[src/slp_defs.vh]
// Constants for the strap and link status pin block
`ifndef SLP_DEFS_VH
`define SLP_DEFS_VH
// ****************************************************
// Timing
// ****************************************************
`define SLP_CLK_MHZ 100
`define SLP_SHORT_PULSE_NS 3200
`define SLP_SHORT_PULSE_CYC ((`SLP_SHORT_PULSE_NS * `SLP_CLK_MHZ) / 1000)
`define SLP_LED_PULSE_MS 100
`define SLP_LED_PULSE_CYC (`SLP_LED_PULSE_MS * 1000 * `SLP_CLK_MHZ)
`define SLP_WD_UNIT_US 100
`define SLP_WD_UNIT_CYC (`SLP_WD_UNIT_US * `SLP_CLK_MHZ)
// ****************************************************
// Register offsets
// ****************************************************
`define SLP_REG_ENV1 4'h0
`define SLP_REG_STATUS 4'h1
`define SLP_REG_IRQ_CLR 4'h2
`define SLP_REG_IRQ_EN 4'h3
`define SLP_REG_STRAPS 4'h4
`define SLP_REG_GPDIR 4'h5
// ****************************************************
// Fields of environment_config_one
// ****************************************************
`define SLP_ENV1_PERIOD_LSB 0
`define SLP_ENV1_PERIOD_MSB 1
`define SLP_ENV1_LED_BIT 2
`define SLP_ENV1_TOIRQ_BIT 3
`define SLP_ENV1_RESET 8'h00
// ****************************************************
// Status bits
// ****************************************************
`define SLP_ST_BAD 0
`define SLP_ST_GOOD 1
`define SLP_ST_TIMEOUT 2
`define SLP_ST_WIDTH 3
// ****************************************************
// Line speed codes
// ****************************************************
`define SLP_SPD_2M5 2'b00
`define SLP_SPD_5M 2'b01
`define SLP_SPD_10M 2'b10
`define SLP_SPD_20M 2'b11
`endif

[src/slp_pulse_stretch.v]
// Retriggerable active-low pulse stretcher
`timescale 1ns/1ps
module slp_pulse_stretch #(
   parameter CW = 24
) (
   input wire clk,
   input wire rst,
   input wire trig,
   input wire [CW-1:0] len,
   output reg outN
);
   reg [CW-1:0] cnt_q;
   always @(posedge clk or posedge rst) begin
      if (rst) begin
         cnt_q <= {CW{1'b0}};
         outN <= 1'b1;
      end else if (trig) begin
         cnt_q <= len - {{(CW-1){1'b0}}, 1'b1};
         outN <= 1'b0;
      end else if (cnt_q != {CW{1'b0}}) begin
         cnt_q <= cnt_q - {{(CW-1){1'b0}}, 1'b1};
         outN <= 1'b0;
      end else begin
         outN <= 1'b1;
      end
   end
endmodule // slp_pulse_stretch

[src/slp_strap_link_pins.v]
// Strap decoding and link status pin logic
//
// How it works
// - Reference clock strap low means a 40 MHz input, high means 80 MHz.
// - Line speed straps decode hi/lo as 11=20, 10=10, 01=5, 00=2.5 Mbps.
// - A corrupted frame pulls the bad-frame pin low for 3.2 us.
// - Corrupted frames for other stations pulse the bad-frame pin too.
// - With the LED stretch bit set the bad-frame low time is 100 ms.
// - Any valid frame pulls the good-frame pin low for 3.2 us.
// - Watchdog expiry holds the timeout pin low until traffic resumes.
// - The period field of the first config register sets the watchdog.
// - With config bit 3 and irq enable bit 2 both set, expiry raises the low irq pin.
// - Strap enable high in reset makes ports 2-7 and indicators inputs.
// - After such a reset ports 2-7 are input only, indicators output.
// - Slave straps are compared with command bits 3 and 2.
// - Internal logic runs at one fixed rate whatever the reference.
//
// Strobed register access and the register offsets were left to the implementer.
`timescale 1ns/1ps
`include "slp_defs.vh"
module slp_strap_link_pins #(
   parameter LED_CYC = `SLP_LED_PULSE_CYC,
   parameter WD_UNIT_CYC = `SLP_WD_UNIT_CYC
) (
   input wire clk,
   input wire rst,
   input wire refclk_select_strap,
   input wire line_speed_strap_lo,
   input wire line_speed_strap_hi,
   input wire strap_function_enable,
   input wire frameGood,
   input wire frameBad,
   input wire netTraffic,
   input wire [7:0] cmdByte,
   input wire cmdValid,
   input wire slave_number_strap_lo,
   input wire slave_number_strap_hi,
   input wire chained_enable_input,
   input wire localDriverEnable,
   input wire [5:0] gpPortIn,
   input wire badFrameIn,
   input wire goodFrameIn,
   input wire timeoutIn,
   input wire [3:0] regAddr,
   input wire [7:0] regWdata,
   input wire regWr,
   input wire regRd,
   output reg [7:0] regRdata,
   output reg bad_frame_indicator,
   output reg badFrameOe,
   output reg good_frame_indicator,
   output reg goodFrameOe,
   output reg net_timeout_indicator,
   output reg timeoutOe,
   output reg [5:0] gpPortOe,
   output reg line_driver_enable_out,
   output reg irqN,
   output reg cmdSelected,
   output reg [1:0] lineSpeed,
   output reg refclkIs80,
   output reg [5:0] station_number_strap,
   output reg [2:0] virtual_station_count_strap
);
   // ****************************************************
   // Registers
   // ****************************************************
   reg [7:0] env1_q;
   reg [5:0] gpDir_q;
   reg [`SLP_ST_WIDTH-1:0] status_q;
   reg [`SLP_ST_WIDTH-1:0] irqEn_q;
   reg strapMode_q;
   reg latched_q;
   wire badN;
   wire goodN;
   wire wdExpired;
   wire wdPulse;
   wire [23:0] badLen;
   wire [`SLP_ST_WIDTH-1:0] events;
   wire [`SLP_ST_WIDTH-1:0] clrMask;
   wire [5:0] dirWr;
   // ****************************************************
   // Local nets
   // ****************************************************
   wire [`SLP_ST_WIDTH-1:0] statusD;
   wire cmdHit;
   wire irqAny;
   genvar g;

   // ****************************************************
   // Pulse lengths
   // ****************************************************
   localparam integer SHORT_INT = `SLP_SHORT_PULSE_CYC;
   localparam [23:0] SHORT_LEN = SHORT_INT[23:0];
   localparam [23:0] LED_LEN = LED_CYC[23:0];

   // ****************************************************
   // Indicator pulses
   // ****************************************************
   assign badLen = env1_q[`SLP_ENV1_LED_BIT] ?
                   LED_LEN : SHORT_LEN;

   slp_pulse_stretch #(.CW(24)) uBad (
      .clk(clk),
      .rst(rst),
      .trig(frameBad),
      .len(badLen),
      .outN(badN)
   );

   slp_pulse_stretch #(.CW(24)) uGood (
      .clk(clk),
      .rst(rst),
      .trig(frameGood),
      .len(SHORT_LEN),
      .outN(goodN)
   );

   // ****************************************************
   // Network watchdog
   // ****************************************************
   slp_watchdog #(.UNIT(WD_UNIT_CYC), .CW(24)) uWd (
      .clk(clk),
      .rst(rst),
      .traffic(netTraffic),
      .period(env1_q[`SLP_ENV1_PERIOD_MSB:`SLP_ENV1_PERIOD_LSB]),
      .expired(wdExpired),
      .expiredPulse(wdPulse)
   );

   // ****************************************************
   // Strap capture
   // ****************************************************
   always @(posedge clk or posedge rst) begin
      if (rst) begin
         strapMode_q <= 1'b0;
         latched_q <= 1'b0;
      end else if (!latched_q) begin
         latched_q <= 1'b1;
         strapMode_q <= strap_function_enable;
      end
   end

   always @(posedge clk or posedge rst) begin
      if (rst) begin
         station_number_strap <= 6'h00;
         virtual_station_count_strap <= 3'h0;
      end else if (!latched_q && strap_function_enable) begin
         station_number_strap <= gpPortIn;
         virtual_station_count_strap <=
            {timeoutIn, goodFrameIn, badFrameIn};
      end
   end

   // ****************************************************
   // Indicator pins
   // ****************************************************
   always @(posedge clk or posedge rst) begin
      if (rst) begin
         bad_frame_indicator <= 1'b1;
      end else begin
         bad_frame_indicator <= badN;
      end
   end

   always @(posedge clk or posedge rst) begin
      if (rst) begin
         good_frame_indicator <= 1'b1;
      end else begin
         good_frame_indicator <= goodN;
      end
   end

   always @(posedge clk or posedge rst) begin
      if (rst) begin
         net_timeout_indicator <= 1'b1;
      end else begin
         net_timeout_indicator <= ~wdExpired;
      end
   end

   // ****************************************************
   // Pin directions
   // ****************************************************
   always @(posedge clk or posedge rst) begin
      if (rst) begin
         badFrameOe <= 1'b0;
      end else begin
         badFrameOe <= latched_q;
      end
   end

   always @(posedge clk or posedge rst) begin
      if (rst) begin
         goodFrameOe <= 1'b0;
      end else begin
         goodFrameOe <= latched_q;
      end
   end

   always @(posedge clk or posedge rst) begin
      if (rst) begin
         timeoutOe <= 1'b0;
      end else begin
         timeoutOe <= latched_q;
      end
   end

   always @(posedge clk or posedge rst) begin
      if (rst) begin
         gpPortOe <= 6'h00;
      end else begin
         gpPortOe <= (latched_q && !strapMode_q) ?
                     gpDir_q : 6'h00;
      end
   end

   // ****************************************************
   // Line driver chain
   // ****************************************************
   always @(posedge clk or posedge rst) begin
      if (rst) begin
         line_driver_enable_out <= 1'b0;
      end else begin
         line_driver_enable_out <= localDriverEnable | chained_enable_input;
      end
   end

   // ****************************************************
   // Strap decode
   // ****************************************************
   always @(posedge clk or posedge rst) begin
      if (rst) begin
         lineSpeed <= `SLP_SPD_2M5;
      end else begin
         lineSpeed <= {line_speed_strap_hi, line_speed_strap_lo};
      end
   end

   always @(posedge clk or posedge rst) begin
      if (rst) begin
         refclkIs80 <= 1'b0;
      end else begin
         refclkIs80 <= refclk_select_strap;
      end
   end

   // ****************************************************
   // Slave select
   // ****************************************************
   assign cmdHit = (cmdByte[3] == slave_number_strap_hi) &&
                   (cmdByte[2] == slave_number_strap_lo);

   always @(posedge clk or posedge rst) begin
      if (rst) begin
         cmdSelected <= 1'b0;
      end else begin
         cmdSelected <= cmdValid && cmdHit;
      end
   end

   // ****************************************************
   // Interrupt
   // ****************************************************
   assign irqAny = |(status_q & irqEn_q);

   always @(posedge clk or posedge rst) begin
      if (rst) begin
         irqN <= 1'b1;
      end else begin
         irqN <= ~irqAny;
      end
   end

   // ****************************************************
   // Status
   // ****************************************************
   assign events = {wdPulse & env1_q[`SLP_ENV1_TOIRQ_BIT],
                    frameGood, frameBad};
   assign clrMask = (regWr && regAddr == `SLP_REG_IRQ_CLR) ?
                    regWdata[`SLP_ST_WIDTH-1:0] : {`SLP_ST_WIDTH{1'b0}};
   assign dirWr = regWdata[5:0];
   generate
      for (g = 0; g < `SLP_ST_WIDTH; g = g + 1) begin : gStatus
         assign statusD[g] = (status_q[g] & ~clrMask[g]) | events[g];
      end
   endgenerate

   always @(posedge clk or posedge rst) begin
      if (rst) begin
         status_q <= {`SLP_ST_WIDTH{1'b0}};
      end else begin
         status_q <= statusD;
      end
   end

   // ****************************************************
   // Config registers
   // ****************************************************
   always @(posedge clk or posedge rst) begin
      if (rst) begin
         env1_q <= `SLP_ENV1_RESET;
      end else if (regWr && regAddr == `SLP_REG_ENV1) begin
         env1_q <= regWdata;
      end
   end

   always @(posedge clk or posedge rst) begin
      if (rst) begin
         irqEn_q <= {`SLP_ST_WIDTH{1'b0}};
      end else if (regWr && regAddr == `SLP_REG_IRQ_EN) begin
         irqEn_q <= regWdata[`SLP_ST_WIDTH-1:0];
      end
   end

   always @(posedge clk or posedge rst) begin
      if (rst) begin
         gpDir_q <= 6'h00;
      end else if (regWr && regAddr == `SLP_REG_GPDIR) begin
         gpDir_q <= strapMode_q ? 6'h00 : dirWr;
      end
   end

   // ****************************************************
   // Read back
   // ****************************************************
   always @(posedge clk or posedge rst) begin
      if (rst) begin
         regRdata <= 8'h00;
      end else if (regRd) begin
         case (regAddr)
            `SLP_REG_ENV1: regRdata <= env1_q;
            `SLP_REG_STATUS: regRdata <= {5'h00, status_q};
            `SLP_REG_IRQ_EN: regRdata <= {5'h00, irqEn_q};
            `SLP_REG_STRAPS: regRdata <= {refclkIs80, strapMode_q,
                                          station_number_strap};
            `SLP_REG_GPDIR: regRdata <= {2'b00, gpDir_q};
            default: regRdata <= 8'h00;
         endcase
      end else begin
         regRdata <= 8'h00;
      end
   end

endmodule // slp_strap_link_pins

[src/slp_watchdog.v]
// Network watchdog with selectable period
`timescale 1ns/1ps
module slp_watchdog #(
   parameter UNIT = 10000,
   parameter CW = 24
) (
   input wire clk,
   input wire rst,
   input wire traffic,
   input wire [1:0] period,
   output reg expired,
   output reg expiredPulse
);
   reg [CW-1:0] unit_q;
   reg [5:0] units_q;
   wire [5:0] limit;
   assign limit = 6'h01 << period;
   always @(posedge clk or posedge rst) begin
      if (rst) begin
         unit_q <= {CW{1'b0}};
         units_q <= 6'h00;
         expired <= 1'b0;
         expiredPulse <= 1'b0;
      end else begin
         expiredPulse <= 1'b0;
         if (traffic) begin
            unit_q <= {CW{1'b0}};
            units_q <= 6'h00;
            expired <= 1'b0;
         end else if (!expired) begin
            if (unit_q == UNIT[CW-1:0] - {{(CW-1){1'b0}}, 1'b1}) begin
               unit_q <= {CW{1'b0}};
               if (units_q + 6'h01 >= limit) begin
                  expired <= 1'b1;
                  expiredPulse <= 1'b1;
               end else begin
                  units_q <= units_q + 6'h01;
               end
            end else begin
               unit_q <= unit_q + {{(CW-1){1'b0}}, 1'b1};
            end
         end
      end
   end
endmodule // slp_watchdog
[config.mk]
export PLATFORM = sky130hd
export DESIGN_NAME = slp_strap_link_pins
export DESIGN_NICKNAME = d
export VERILOG_FILES = /design/src/slp_pulse_stretch.v /design/src/slp_strap_link_pins.v /design/src/slp_watchdog.v
export VERILOG_INCLUDE_DIRS = /design/src /design/src/src
export SDC_FILE = /design/constraint.sdc
export NUM_CORES = 1
export LEC_CHECK = 0
export CAP_MARGIN = 25
export CELL_PAD_IN_SITES_DETAIL_PLACEMENT = 1
export CELL_PAD_IN_SITES_GLOBAL_PLACEMENT = 1
export CORE_MARGIN = 5
export CORE_UTILIZATION = 23
export DETAILED_ROUTE_END_ITERATION = 6
export DONT_BUFFER_PORTS = 1
export GPL_TIMING_DRIVEN = 0
export PLACE_DENSITY = 0.48
export SYNTH_ARGS = -nofsm -noshare
export SYNTH_HDL_FRONTEND = slang
export SYNTH_HIERARCHICAL = 1
export SYNTH_SLANG_ARGS = --single-unit
[constraint.sdc]
create_clock -name clk -period 2.82 [get_ports clk]
set_clock_uncertainty 0.2 [all_clocks]
set_input_delay 0 -clock clk [delete_from_list [all_inputs] [get_ports clk]]
set_output_delay 0 -clock clk [all_outputs]
set_load 0.01 [all_outputs]
=== Word-level counts from Yosys, hierarchy flattened ===
Cells that the tools add are included.

* Add/subtract/negate cells: 5
* $lt $le $gt $ge: 1
* Eq/ne operators: 10
* Shift operators: 1
* Muxes and demuxes: 27
* Bitwise operators: 14
* Reductions and logical operators: 18

{| class="wikitable"
|+ Operator list
! kind !! number
|-
| 24-bit two-way mux || 8
|-
| 24-bit by 1-bit subtractor with 24-bit output (second input constant) || 3
|-
| 24-bit nonzero test || 2
|-
| 8-bit case mux with 5 select lines || 1
|-
| 6-bit two-way mux || 6
|-
| 24-bit by 1-bit adder with 24-bit output (second input constant) || 1
|-
| 24-bit by 14-bit == test with 1-bit output (second input constant) || 1
|-
| 1-bit two-way mux || 10
|-
| 4-bit by 2-bit == test with 1-bit output (second input constant) || 2
|-
| 4-bit by 3-bit == test with 1-bit output (second input constant) || 2
|-
| 1-bit logical AND || 8
|-
| 8-bit two-way mux || 1
|-
| 6-bit by 1-bit adder with 6-bit output (second input constant) || 1
|-
| 6-bit greater-or-equal comparator || 1
|-
| 2-bit nonzero test || 3
|-
| 1-bit by 2-bit << shifter with 6-bit output (first input constant) || 1
|-
| 1-bit NOT || 5
|-
| 1-bit AND || 4
|-
| 4-bit by 1-bit == test with 1-bit output (second input constant) || 1
|-
| 4-bit logical NOT || 1
|-
| 2-bit != test (second input constant) || 2
|-
| 1-bit bitwise OR || 4
|-
| 3-bit AND || 1
|-
| 3-bit two-way mux || 1
|-
| other kinds (4) || 6
|}

* Bits in registers: 137
* Input bits: 45
* Output and inout port bits: 35
* Logic and storage cells: 103

=== Depth between registers and ports, before layout ===
Gate-level depths: netlist of run 1.

* Depth after elaboration: 6
* Depth in mapped cells: 11

=== By module ===
Netlist of run 1, hierarchy kept.

{| class="wikitable"
|+ Modules (own cells, without submodules)
! module !! times used !! cells each !! area each (um2)
|-
| slp_pulse_stretch || 2 || 183 || 1720.4
|-
| slp_strap_link_pins || 1 || 171 || 2301.0
|-
| slp_watchdog || 1 || 210 || 1901.8
|}

=== Least setup slack after synthesis of run 1 ===
OpenSTA, ideal clock, no wires.

* Kind: register to register
* From: reg env1_q[2]
* To: reg uBad.cnt_q[23]
* Setup time: 0.066 ns
* Arrival time: 2.707 ns
* Slack: -0.153 ns
* Cell stages (with the launch flop): 8
* Period minus slack after synthesis: 2.973 ns
* Cell sequence: dfrtp_1 inv_1 or4b_2 o21a_1 or4b_1 clkbuf_2 or4_1 nand2_1

* Cells in the longest elaborated chain, start to end: 3

{| class="wikitable"
|+ RTL lines
! what !! RTL line !! RTL
|-
| start: declaration || slp_strap_link_pins.v:67 || <nowiki>reg [7:0] env1_q;</nowiki>
|-
| start signal: assignment || slp_strap_link_pins.v:301 || <nowiki>env1_q <= `SLP_ENV1_RESET;</nowiki>
|-
| start signal: assignment || slp_strap_link_pins.v:303 || <nowiki>env1_q <= regWdata;</nowiki>
|-
| 24-bit two-way mux || slp_strap_link_pins.v:99 || <nowiki>assign badLen = env1_q[`SLP_ENV1_LED_BIT] ?</nowiki>
|-
| named net badLen[6] || slp_strap_link_pins.v:77 || <nowiki>wire [23:0] badLen;</nowiki>
|-
| 24-bit by 1-bit subtractor with 24-bit output || slp_pulse_stretch.v:18 || <nowiki>cnt_q <= len - {{(CW-1){1'b0}}, 1'b1};</nowiki>
|-
| 24-bit two-way mux || slp_pulse_stretch.v:17 || <nowiki>end else if (trig) begin</nowiki>
|-
| end signal: assignment || slp_pulse_stretch.v:15 || <nowiki>cnt_q <= {CW{1'b0}};</nowiki>
|-
| end signal: assignment || slp_pulse_stretch.v:18 ||
|-
| end signal: assignment || slp_pulse_stretch.v:21 || <nowiki>cnt_q <= cnt_q - {{(CW-1){1'b0}}, 1'b1};</nowiki>
|-
| end: declaration || slp_pulse_stretch.v:12 || <nowiki>reg [CW-1:0] cnt_q;</nowiki>
|}

The timed path passes the listed nets, and every way through them passes these cells.
A chain may end at the register's enable or synchronous reset.

=== Worst setup path in the final report of run 1 ===
* From: reg env1_q[2]
* To: reg uBad.cnt_q[21]

* Cells in the longest elaborated chain, start to end: 3

{| class="wikitable"
|+ RTL lines
! what !! RTL line
|-
| 24-bit two-way mux || slp_strap_link_pins.v:99
|-
| 24-bit by 1-bit subtractor with 24-bit output || slp_pulse_stretch.v:18
|-
| 24-bit two-way mux || slp_pulse_stretch.v:17
|}

Every way passes these cells.

==> flow_summary_export.csv, run 1 <==
group,metric,value,unit
outcome,status,"complete, no violations",
clock_tree,cts_made_buffers,17,
clock_tree,clock_path_buffers,2,
detailed_routing,vias_per_cell,4.49,
clock_tree,cts_tree,"done",
power_and_ir_drop,power,0.00563,W
setup_path,arrival,2940,ps
synth,synth.avg_cell_area,10.2,um2
die,core_area,32700,um2
timing,max_freq,359,MHz
detailed_routing,drt_iter0_markers,199,
clock_tree,ctsHtreeMaxLevel,4,
die,rows,66,
setup_path,crit_start,"env1_q[2]$_DFFE_PP0P_",
setup_path,crit_type,"flop to flop",
timing,period_share,98.7,%
finish,num-nets-final,991,
place,dp_cells,1285,
synth,yosysTopAreaCell,"dfrtp_1",
grt,antenna_found_initial,1,
grt,grt_overflow_total,0,
detailed_routing,dr.pass1.iters,4,
synth,synth_cells,747,
detailed_routing,drc,0,
setup_path,cp_slowest_stage_delay,520,ps
clock_tree,clock-root-buffer,"clkbuf_16",
clock_tree,clock_sinks,137,
setup_path,endpoint,"uBad/cnt_q[21]$_DFFE_PP0N_",
setup_path,regToRegSetupSlack,40,ps
synth,async_reset_ff_share,100,%
finish,syn2layout_area_growth,31.5,%
die,dieArea,37000,um2
synth,synth-seq-cells,137,
detailed_routing,wl_per_cell,16.7,um
setup_path,rr_endpoint,"uBad/cnt_q[21]$_DFFE_PP0N_",
setup_path,crit_path_start_kind,"flop",
power_and_ir_drop,ir_drop,0.000459,V
setup_path,crit_chain,"buf_6 > or4b_4 > a222oi_1 > buf_4 > or4b_4 > buf_6 > o21a_1 > nor3_2",
synth,synth_area_leaders,"dfrtp_1 43%, mux2i_1 6.0%, mux2_2 4.9%",
run,maxCapViolations,0,
timing,worstMarginPinSlew,881,ps
min_path,hp-class,"input pin to asynchronous set/reset pin",
detailed_routing,num_vias,6258,
die,die_x,192,um
grt,grt_use_total,12.9,%
finish,final_cells,1393,
finish,antennaDiodeCount,0,
synth,ys.flop_type,"dfrtp_1",
setup_path,r2r_start,"env1_q[2]$_DFFE_PP0P_",
die,die_height,192,um
synth,synth.distinct_cells,74,
synth,ys_seq_area_share,45.0,%
timing,max-slew-margin-rel,40.8,%
setup_path,endpoint_kind,"flop",
detailed_routing,finalWirelength,23.3,mm
clock_tree,clock_latency,430,ps
grt,grt_pass1_wl,37.4,mm
setup_path,cp_num_cells,8,
synth,synth_edf_count,0,
setup_path,crit_buf_inv,3,
setup_path,critPathTopFamily,"simple AND/OR/NAND/NOR gates",
timing,setup_viol,0,
synth,synth_top_area_share,42.9,%
die,pin_count,80,
die,start_util,23.4,%
finish,drive_gt1_share,16.3,%
place,gp_congestion,0.746,
setup_path,rr_worst_depth,8,
finish,nFillCells,3775,
grt,grt_max_degree,35,
timing,grt_setup_unrepaired,"true",
clock_tree,clk_pin_slew,60,ps
place,io_buffer_count,0,
detailed_routing,drt.antenna.violating_nets,0,
finish,final_core_util,30.7,%
grt,grt_pass1_vias,6574,
timing,fin_crit,2780,ps
synth,yosys_warnings,6,
timing,finalHoldViolCount,0,
timing,slew_violations,0,
place,dp_hpwl,16.1,mm
setup_path,worstPathRequired,2970,ps
setup_path,slowest_stage,"dfrtp_4",
power_and_ir_drop,leakage,4.29,nW
power_and_ir_drop,powerDensity,560,nW/um2
setup_path,crit_fanout,6,
synth,synthesis.area,7640,um2
[worst min path at each step]
stage | endpoint | start
2_1_floorplan | uBad/cnt_q[0]$_DFFE_PP0N_ | rst
3_3_place_gp | lineSpeed[1]$_DFF_PP0_ | line_speed_strap_hi
3_5_place_dp | cmdSelected$_DFF_PP0_ | rst
4_1_cts | uBad/cnt_q[12]$_DFFE_PP0N_ | frameBad
5_1_grt | irqEn_q[1]$_DFFE_PP0P_ | rst
6_report | irqEn_q[1]$_DFFE_PP0P_ | rst
[what timing repair did]
item / in CTS / in global routing
gates resized for setup: 23 / 19
endpoints found under the hold margin: 187 / 0
pin swaps: 5 / 8
hold buffers: 61 / 0
setup buffers: 12 / 4
setup endpoints to repair: 19 / 17
[placed cells by master, fill, tap and decap left out, types with 9 or more instances in the layout]
master         instances
dfrtp_1              130
conb_1                92
nor2_1                77
dlygate4sd3_1         61
mux2i_1               46
mux2_2                33
nor3_1                33
xnor2_1               32
nand2_1               26
buf_4                 23
nor2b_1               20
nand3_1               20
xor2_1                19
nor4_1                18
a21oi_1               17
clkbuf_16             17
o21ai_0               15
nor3b_1               14
inv_1                 13
and3_1                13
or3_1                 13
nand4_1               13
clkbuf_1              10
nand2b_1              10
and2_1                 9
[layer usage]
metal / part of all wire [%] / wire length [um] / global-route usage [%] / up-vias
met4: 1.0 / 232 / 3.46 / 2
met2: 49 / 11500 / 22.4 / 70
met5: 0.056 / 13 / 0 / -
met1: 46 / 10800 / 16.2 / 3142
met3: 3.3 / 766 / 2.91 / 14
li1: - / - / - / 3030
[metrics by stage]
stage	TNS (ps)	cell area [um2]	worst slack (ps)	hold WS, ps
after global routing	-108	10100	-44.8	64.3
after floorplan	-18.4	7990	-18.4	-173
after global placement	-19140	8540	-1030	-169
final	0	10100	35.4	27.0
after CTS	-160	9990	-62.3	13.0
after detailed placement	-13740	8650	-1110	-212
[cells by family (layout without fill, tap and decap cells)]
family          count (synthesis)  after routing  synth area share, %
buf+inv                        47            161                 2.72
other cells                     2             92               0.0983
flops                         137            137                 45.0
simple gates                  325            325                 24.5
xor+xnor                       51             51                 5.84
mux                            85             85                 12.1
fa+ha+maj                       8              8                 1.31
compound gates                 92             92                 8.53
[synthesized netlist by cell type, types with 14 or more instances]
cell type	number
inv_1	14
nor3_1	35
mux2i_1	46
a21oi_1	17
nand2_1	26
o21ai_0	16
xor2_1	19
nor3b_1	14
nor2_1	77
dfrtp_1	131
mux2_2	33
xnor2_1	32
nand3_1	20
nor4_1	18
nor2b_1	20
[sequential cells by signal, summed over array words and instances (netlist names), 2 cells and up]
register                     flops
env1_q                           8
gpDir_q                          6
gpPortOe                         6
irqEn_q                          3
lineSpeed                        2
regRdata                         8
station_number_strap             6
status_q                         3
uBad/cnt_q                      24
uGood/cnt_q                     24
uWd/unit_q                      24
uWd/units_q                      6
virtual_station_count_strap      3
[cell type report]
| class | instances | area [um2] | share of cell area, % |
|---|---|---|---|
| timing repair buffer | 83 | 855 | 8.50 |
| multi-input combinational | 653 | 4400 | 43.8 |
| sequential | 137 | 3440 | 34.2 |
| inverter | 14 | 52.6 | 0.523 |
| clock inverter | 12 | 115 | 1.15 |
| tap | 442 | 553 | 5.50 |
| buffer | 32 | 179 | 1.78 |
| clock buffer | 20 | 457 | 4.54 |
[power by group]
part / switching (W) / internal (W) / leakage [nW]
sequential: 0.000224 / 0.00219 / 1.71
clock: 0.000965 / 0.00127 / 0.273
combinational: 0.000484 / 0.000494 / 2.31
[worst reg2reg max path: cells and delay by family, from the launching register on]
family | cells | cell delay, ps
DFF | 1 | 520
and+or+nand+nor | 3 | 1090
buffers and inverters | 3 | 480
AOI/OAI and AO/OA | 2 | 400
No activity file was read; power rests on OpenSTA's default activity.
==> run 2, diff against run 1 <==
PLACE_DENSITY = default   (was 0.48)
PLACE_DENSITY_LB_ADDON = 0.2   (was default)
==> run 2 against run 1 <==
The flow now finishes with violations (setup timing). Via count up 0.13%. Power down 0.16%. Sequential cell count unchanged. Clock power down 2%. Critical endpoint unchanged. Worst setup slack worse by 130 ps. Register-to-register slack worse by 130 ps. Worst hold slack worse by 6.9 ps. Non-clock buffer count up 5. Fmax down 4.4%. Die area unchanged. Wire length down 0.27%. Core utilization up 0.22 points.
==> flow_summary_export.csv, run 2 (synthesis results as in run 1) <==
group,metric,value,unit
place,io_buffer_count,0,
finish,num-nets-final,996,
detailed_routing,finalWirelength,23.2,mm
setup_path,slowest_stage,"or4b_4",
timing,period_share,103,%
finish,syn2layout_area_growth,32.4,%
die,core_area,32700,um2
finish,final_cells,1398,
detailed_routing,drt.antenna.violating_nets,0,
setup_path,crit_path_start_kind,"flop",
place,dp_cells,1285,
setup_path,crit_type,"flop to flop",
grt,antenna_found_initial,0,
setup_path,endpoint_kind,"flop",
run,maxCapViolations,0,
timing,worst_slack,-92.4,ps
timing,fin_crit,2910,ps
grt,grt_pass1_vias,6564,
die,pin_count,80,
detailed_routing,num_vias,6266,
finish,final_core_util,31.0,%
detailed_routing,dr.pass1.iters,5,
setup_path,worstPathRequired,2910,ps
setup_path,arrival,3000,ps
clock_tree,clk_pin_slew,70,ps
power_and_ir_drop,powerDensity,555,nW/um2
grt,grt_max_degree,34,
finish,nFillCells,3792,
die,die_x,192,um
timing,fin_hold_ws,20.1,ps
clock_tree,clock-root-buffer,"clkbuf_16",
detailed_routing,wl_per_cell,16.6,um
clock_tree,clock_latency,430,ps
place,gp_congestion,0.750,
clock_tree,ctsHtreeMaxLevel,4,
timing,setup_viol,3,
timing,max_freq,343,MHz
timing,grt_setup_unrepaired,"true",
finish,final_cell_mix,"130 x dfrtp_1, 92 x conb_1, 77 x nor2_1",
finish,drive_gt1_share,16.6,%
timing,max-slew-margin-rel,44.6,%
power_and_ir_drop,ir_drop,0.000413,V
clock_tree,clock_path_buffers,2,
clock_tree,cts_tree,"done",
die,start_util,23.4,%
place,post_dp_cell_area,8650,um2
clock_tree,clock_sinks,137,
power_and_ir_drop,leakage,4.32,nW
outcome,violations,"setup timing",
finish,final_area,10100,um2
finish,final_common_cell,"dfrtp_1",
detailed_routing,drc,0,
die,dieArea,37000,um2
min_path,hp-class,"input pin to asynchronous set/reset pin",
timing,slew_violations,0,
setup_path,critPathTopFamily,"simple AND/OR/NAND/NOR gates",
setup_path,crit_start,"env1_q[2]$_DFFE_PP0P_",
outcome,status,"finished with violations",
die,die_height,192,um
grt,grt_pass1_wl,37.0,mm
grt,grt_use_total,12.8,%
grt,grt_overflow_total,0,
setup_path,r2r_start,"env1_q[2]$_DFFE_PP0P_",
setup_path,crit_chain,"buf_12 > or3b_4 > a222oi_1 > or4b_4 > buf_6 > buf_4 > nor3_2 > nor3_1",
detailed_routing,vias_per_cell,4.48,
finish,antennaDiodeCount,0,
timing,finalHoldViolCount,0,
detailed_routing,drt_iter0_markers,246,
setup_path,crit_buf_inv,3,
place,dp_hpwl,16.2,mm
clock_tree,cts_made_buffers,17,
die,rows,66,
setup_path,cp_slowest_stage_delay,530,ps
finish,top_regs,"uBad/cnt_q (24), uGood/cnt_q (24), uWd/unit_q (24)",
setup_path,crit_fanout,5,
timing,fin_setup_tns,-200,ps
timing,worstMarginPinSlew,825,ps
[run 2: cell count changes in the layout (fill, tap and decap cells not counted), sizes merged]
cell / change
clkinv: -1
bufinv: -1
clkinvlp: -2
dlygate4sd3: +4
buf: -2
inv: +7
[run 2: per-stage QoR]
stage / worst slack (ps) / power [W]
floorplan: -18.4 / 0.00301
global placement: -1040 / 0.00323
detailed placement: -1040 / 0.00327
CTS: -147 / 0.00565
global route: -179 / 0.00594
finish: -92.4 / 0.00562
[run 2: repair_timing]
item                       4_1_cts  5_1_grt
hold buffers                    65        0
buffers inserted                 6       11
pin swaps                        2       13
setup endpoints to repair       28       19
resized for setup               14       29
cloned                           0        0
hold endpoints to repair       188        0
[run 2: layout make-up]
| type | count | area (um2) | share of cell area (%) |
|---|---|---|---|
| multi-input combinational | 653 | 4430 | 43.8 |
| sequential | 137 | 3440 | 34.0 |
| timing repair buffer | 87 | 896 | 8.85 |
| tap | 442 | 553 | 5.46 |
| clock buffer | 17 | 425 | 4.20 |
| buffer | 33 | 191 | 1.89 |
| clock inverter | 15 | 133 | 1.31 |
| inverter | 14 | 52.6 | 0.519 |
[run 2: worst paths after layout]
kind	end	slack, ps	depth (start not counted)
worst max-delay path	uBad/cnt_q[21]$_DFFE_PP0N_	-90	8
worst min-delay path	irqEn_q[0]$_DFFE_PP0P_	20	2
worst max register to register	uBad/cnt_q[21]$_DFFE_PP0N_	-90	8
worst min register to register	bad_frame_indicator$_DFF_PP1_	160	0
max in group asynchronous	net_timeout_indicator$_DFF_PP1_	1750	3
min in group clk	uGood/cnt_q[12]$_DFFE_PP0N_	30	5
[run 2: report_power, final]
group	internal, W	switching (W)	leakage [nW]
sequential	0.00219	0.000220	1.71
clock	0.00116	0.00102	0.277
combinational	0.000515	0.000504	2.34
[run 2: per-layer routing]
| metal | wire [um] | vias up | GRT usage [%] |
|---|---|---|---|
| li1 | - | 3038 | - |
| met1 | 10900 | 3125 | 16.2 |
| met2 | 11200 | 85 | 22.3 |
| met3 | 803 | 18 | 2.86 |
| met4 | 308 | 0 | 3.04 |
| met5 | 0 | - | 0 |
==> run 3, diff against run 2 <==
--- a/config.mk
+++ b/config.mk
@@ -8,2 +8,3 @@
 export LEC_CHECK = 0
+export ABC_AREA = 1
 export CAP_MARGIN = 25
--- a/constraint.sdc
+++ b/constraint.sdc
@@ -4,2 +4,2 @@
 set_output_delay 0 -clock clk [all_outputs]
-set_load 0.01 [all_outputs]
+set_load 0.05 [all_outputs]
==> run 3 against run 2 <==
The flow now finishes without violations. Count of clock-buffer cells in the layout is 2 higher. Sequential share of layout area decreased by 1.5 points. First-iteration DRC count rose by 26%. Non-clock buffer count fell by 22. Final cell count grew 31%. Synthesized cell count is 62% higher. Clock power fell by 2%. Largest cell class unchanged.
==> flow_summary_export.csv, run 3 <==
group,metric,value,unit
setup_path,arrival,2630,ps
die,rows,70,
grt,grt_pass1_wl,45.1,mm
timing,setup_viol,0,
power_and_ir_drop,clock_power_share,36.6,%
outcome,status,"complete, no violations",
synth,synth.distinct_cells,38,
setup_path,rr_worst_depth,6,
finish,top_regs,"uBad/cnt_q (24), uGood/cnt_q (24), uWd/unit_q (24)",
grt,grt_overflow_total,0,
synth,synthesis.area,8500,um2
setup_path,crit_fanout,8,
detailed_routing,finalWirelength,27.4,mm
run,maxCapViolations,0,
detailed_routing,num_vias,7814,
timing,worst_slack,364,ps
power_and_ir_drop,ir_drop,0.000422,V
die,die_x,202,um
synth,synth-seq-cells,137,
timing,max-slew-margin-rel,51.2,%
setup_path,crit_chain,"dlymetal6s4s_1 > nor2_4 > dlygate4sd3_1 > nand3_1 > dlygate4sd3_1 > nand2_1 > dlygate4sd3_1 > o21ai_0 > inv_1",
timing,slew_violations,0,
finish,final_cell_mix,"334 x nand2_1, 177 x inv_1, 161 x nor2_1",
setup_path,slowest_stage,"dlygate4sd3_1",
detailed_routing,wl_per_cell,14.9,um
finish,final_area,10600,um2
clock_tree,clock_latency,440,ps
die,start_util,23.3,%
finish,antennaDiodeCount,0,
setup_path,crit_path_start_kind,"input pin",
synth,post-synth-top-count-cell,"nand2_1",
power_and_ir_drop,swShare,35.2,%
synth,synth_area_leaders,"dfrtp_1 39%, nand2_1 15%, inv_1 7.9%",
clock_tree,cts_tree,"done",
setup_path,cpMostUsedCell,"dlygate4sd3_1",
detailed_routing,vias_per_cell,4.26,
grt,grt_use_total,13.7,%
synth,synth_edf_count,0,
finish,drive_gt1_share,12.1,%
synth,async_reset_ff_share,100,%
finish,syn2layout_area_growth,24.6,%
synth,synth.avg_cell_area,7.05,um2
place,dp_hpwl,20.6,mm
clock_tree,cts_made_buffers,17,
clock_tree,clock_path_buffers,2,
setup_path,endpoint_kind,"flop",
place,gp_congestion,0.784,
place,io_buffer_count,0,
detailed_routing,drc,0,
min_path,hp-class,"input pin to asynchronous set/reset pin",
detailed_routing,dr.pass1.iters,4,
detailed_routing,drt.antenna.violating_nets,0,
setup_path,crit_type,"input pin to flop",
grt,grt_max_degree,33,
finish,num-nets-final,1406,
power_and_ir_drop,power,0.00584,W
clock_tree,clk_pin_slew,70,ps
clock_tree,ctsHtreeMaxLevel,4,
timing,grt_setup_unrepaired,"false",
grt,grt_pass1_vias,8267,
power_and_ir_drop,power_frac_comb,20.7,%
power_and_ir_drop,p_seq_share,42.7,%
clock_tree,clock_sinks,137,
power_and_ir_drop,leakage,5.12,nW
grt,antenna_found_initial,0,
synth,ys.flop_type,"dfrtp_1",
synth,yosysTopAreaCell,"dfrtp_1",
timing,fin_crit,2460,ps
clock_tree,cts_setup_buffers,0,
timing,worstMarginPinSlew,731,ps
place,place_ws,503,ps
power_and_ir_drop,power.switching,0.00206,W
setup_path,worstPathRequired,2990,ps
timing,fin_setup_tns,0,ps
power_and_ir_drop,internal-power,0.00379,W
timing,max_freq,407,MHz
timing,period_share,87.1,%
timing,finalHoldViolCount,0,
synth,yosys_warnings,6,
die,core_area,36500,um2
synth,synth_top_area_share,38.5,%
synth,ys_seq_area_share,40.4,%
place,post_dp_cell_area,9380,um2
die,die_height,202,um
setup_path,cp_slowest_stage_delay,780,ps
clock_tree,clock-root-buffer,"clkbuf_16",
die,pin_count,80,
die,dieArea,40900,um2
finish,final_common_cell,"nand2_1",
synth,synth_cells,1207,
detailed_routing,drt_iter0_markers,310,
power_and_ir_drop,powerDensity,551,nW/um2
synth,synth_common_cells,"334 x nand2_1, 179 x inv_1, 161 x nor2_1",
run 3: cell types whose count changed in the layout (fill, tap and decap cells not counted), moves of 20 or more:
| cell | previous run | this run |
|---|---|---|
| nand2_1 | 25 | 334 |
| inv_1 | 13 | 177 |
| nand3_1 | 20 | 104 |
| nor2_1 | 77 | 161 |
| o21ai_0 | 15 | 63 |
| mux2i_1 | 46 | 0 |
| conb_1 | 92 | 59 |
| nand2_2 | 2 | 35 |
| xnor2_1 | 31 | 6 |
| mux2_2 | 33 | 9 |
| nor2b_1 | 20 | 0 |
run 3: path summary, 6_finish.rpt:
kind	endpoint	slack (ps)	start
max reg2reg	regRdata[5]$_DFF_PP0_	410	station_number_strap[5]$_DFFE_PP0P_
min in group clk	status_q[2]$_DFF_PP0_	70	regAddr[1]
max in group asynchronous	irqN$_DFF_PP1_	1710	rst
min	uGood/cnt_q[15]$_DFFE_PP0N_	5	rst
min reg2reg	bad_frame_indicator$_DFF_PP1_	160	uBad/outN$_DFF_PP1_
max	regRdata[5]$_DFF_PP0_	360	regAddr[1]
run 3: kinds of logic (layout without fill, tap and decap cells):
group                    after synthesis  count (layout)  share of synthesized area (%)
multiplexers                           9               9                           1.19
other                                  2              59                         0.0883
AO/OA/AOI/OAI                        104             104                           6.66
adder cells (fa/ha/maj)                8               8                           1.18
XOR/XNOR                              18              18                           1.85
flip-flops                           137             137                           40.4
AND/OR/NAND/NOR                      715             715                           37.3
buffers and inverters                214             316                           11.3
run 3: repair_timing:
item,CTS,global route
setup endpoints to repair,0,4
hold endpoints to repair,228,8
gates resized for setup,0,1
hold buffers,67,1
run 3: power groups by stage:
stage,sequential [W],clock (W),combinational (W)
after global routing,0.00252,0.00234,0.00140
after CTS,0.00250,0.00223,0.00122
final,0.00250,0.00214,0.00121
after detailed placement,0.00254,0,0.00110
after floorplan,0.00247,0,0.000834
after global placement,0.00253,0,0.00107
run 3: through the flow:
| step | util (%) | std cells | hold WS, ps |
|---|---|---|---|
| 3_3_place_gp | 25.5 | 1732 | -168 |
| 6_report | 29.0 | 1834 | 4.68 |
| 3_5_place_dp | 25.7 | 1735 | -229 |
| 4_1_cts | 29.0 | 1834 | 20.0 |
| 2_1_floorplan | - | 1264 | -173 |
| 5_1_grt | 29.0 | 1834 | 50.2 |
run 3: layout make-up:
cell class                 count  area (um2)
buffer                        28         248
clock buffer                  19         433
clock inverter                13         108
fill                        4526       25900
inverter                     186         713
multi-input combinational    913        4320
sequential                   137        3440
tap                          468         586
timing repair buffer          70         748
run 3: per-layer routing:
| metal | global-route usage (%) | vias up | wire length, um | part of all wire, % |
|---|---|---|---|---|
| met5 | 0 | - | 0 | 0 |
| li1 | - | 3983 | - | - |
| met1 | 17.7 | 3737 | 13000 | 48 |
| met3 | 2.58 | 20 | 752 | 2.7 |
| met4 | 3.10 | 0 | 298 | 1.1 |
| met2 | 23.8 | 74 | 13300 | 49 |
run 3: critical path: cells and delay by family:
family | cells | cell delay (ps)
compound gates | 1 | 70
buf+inv | 5 | 2270
simple gates | 3 | 290
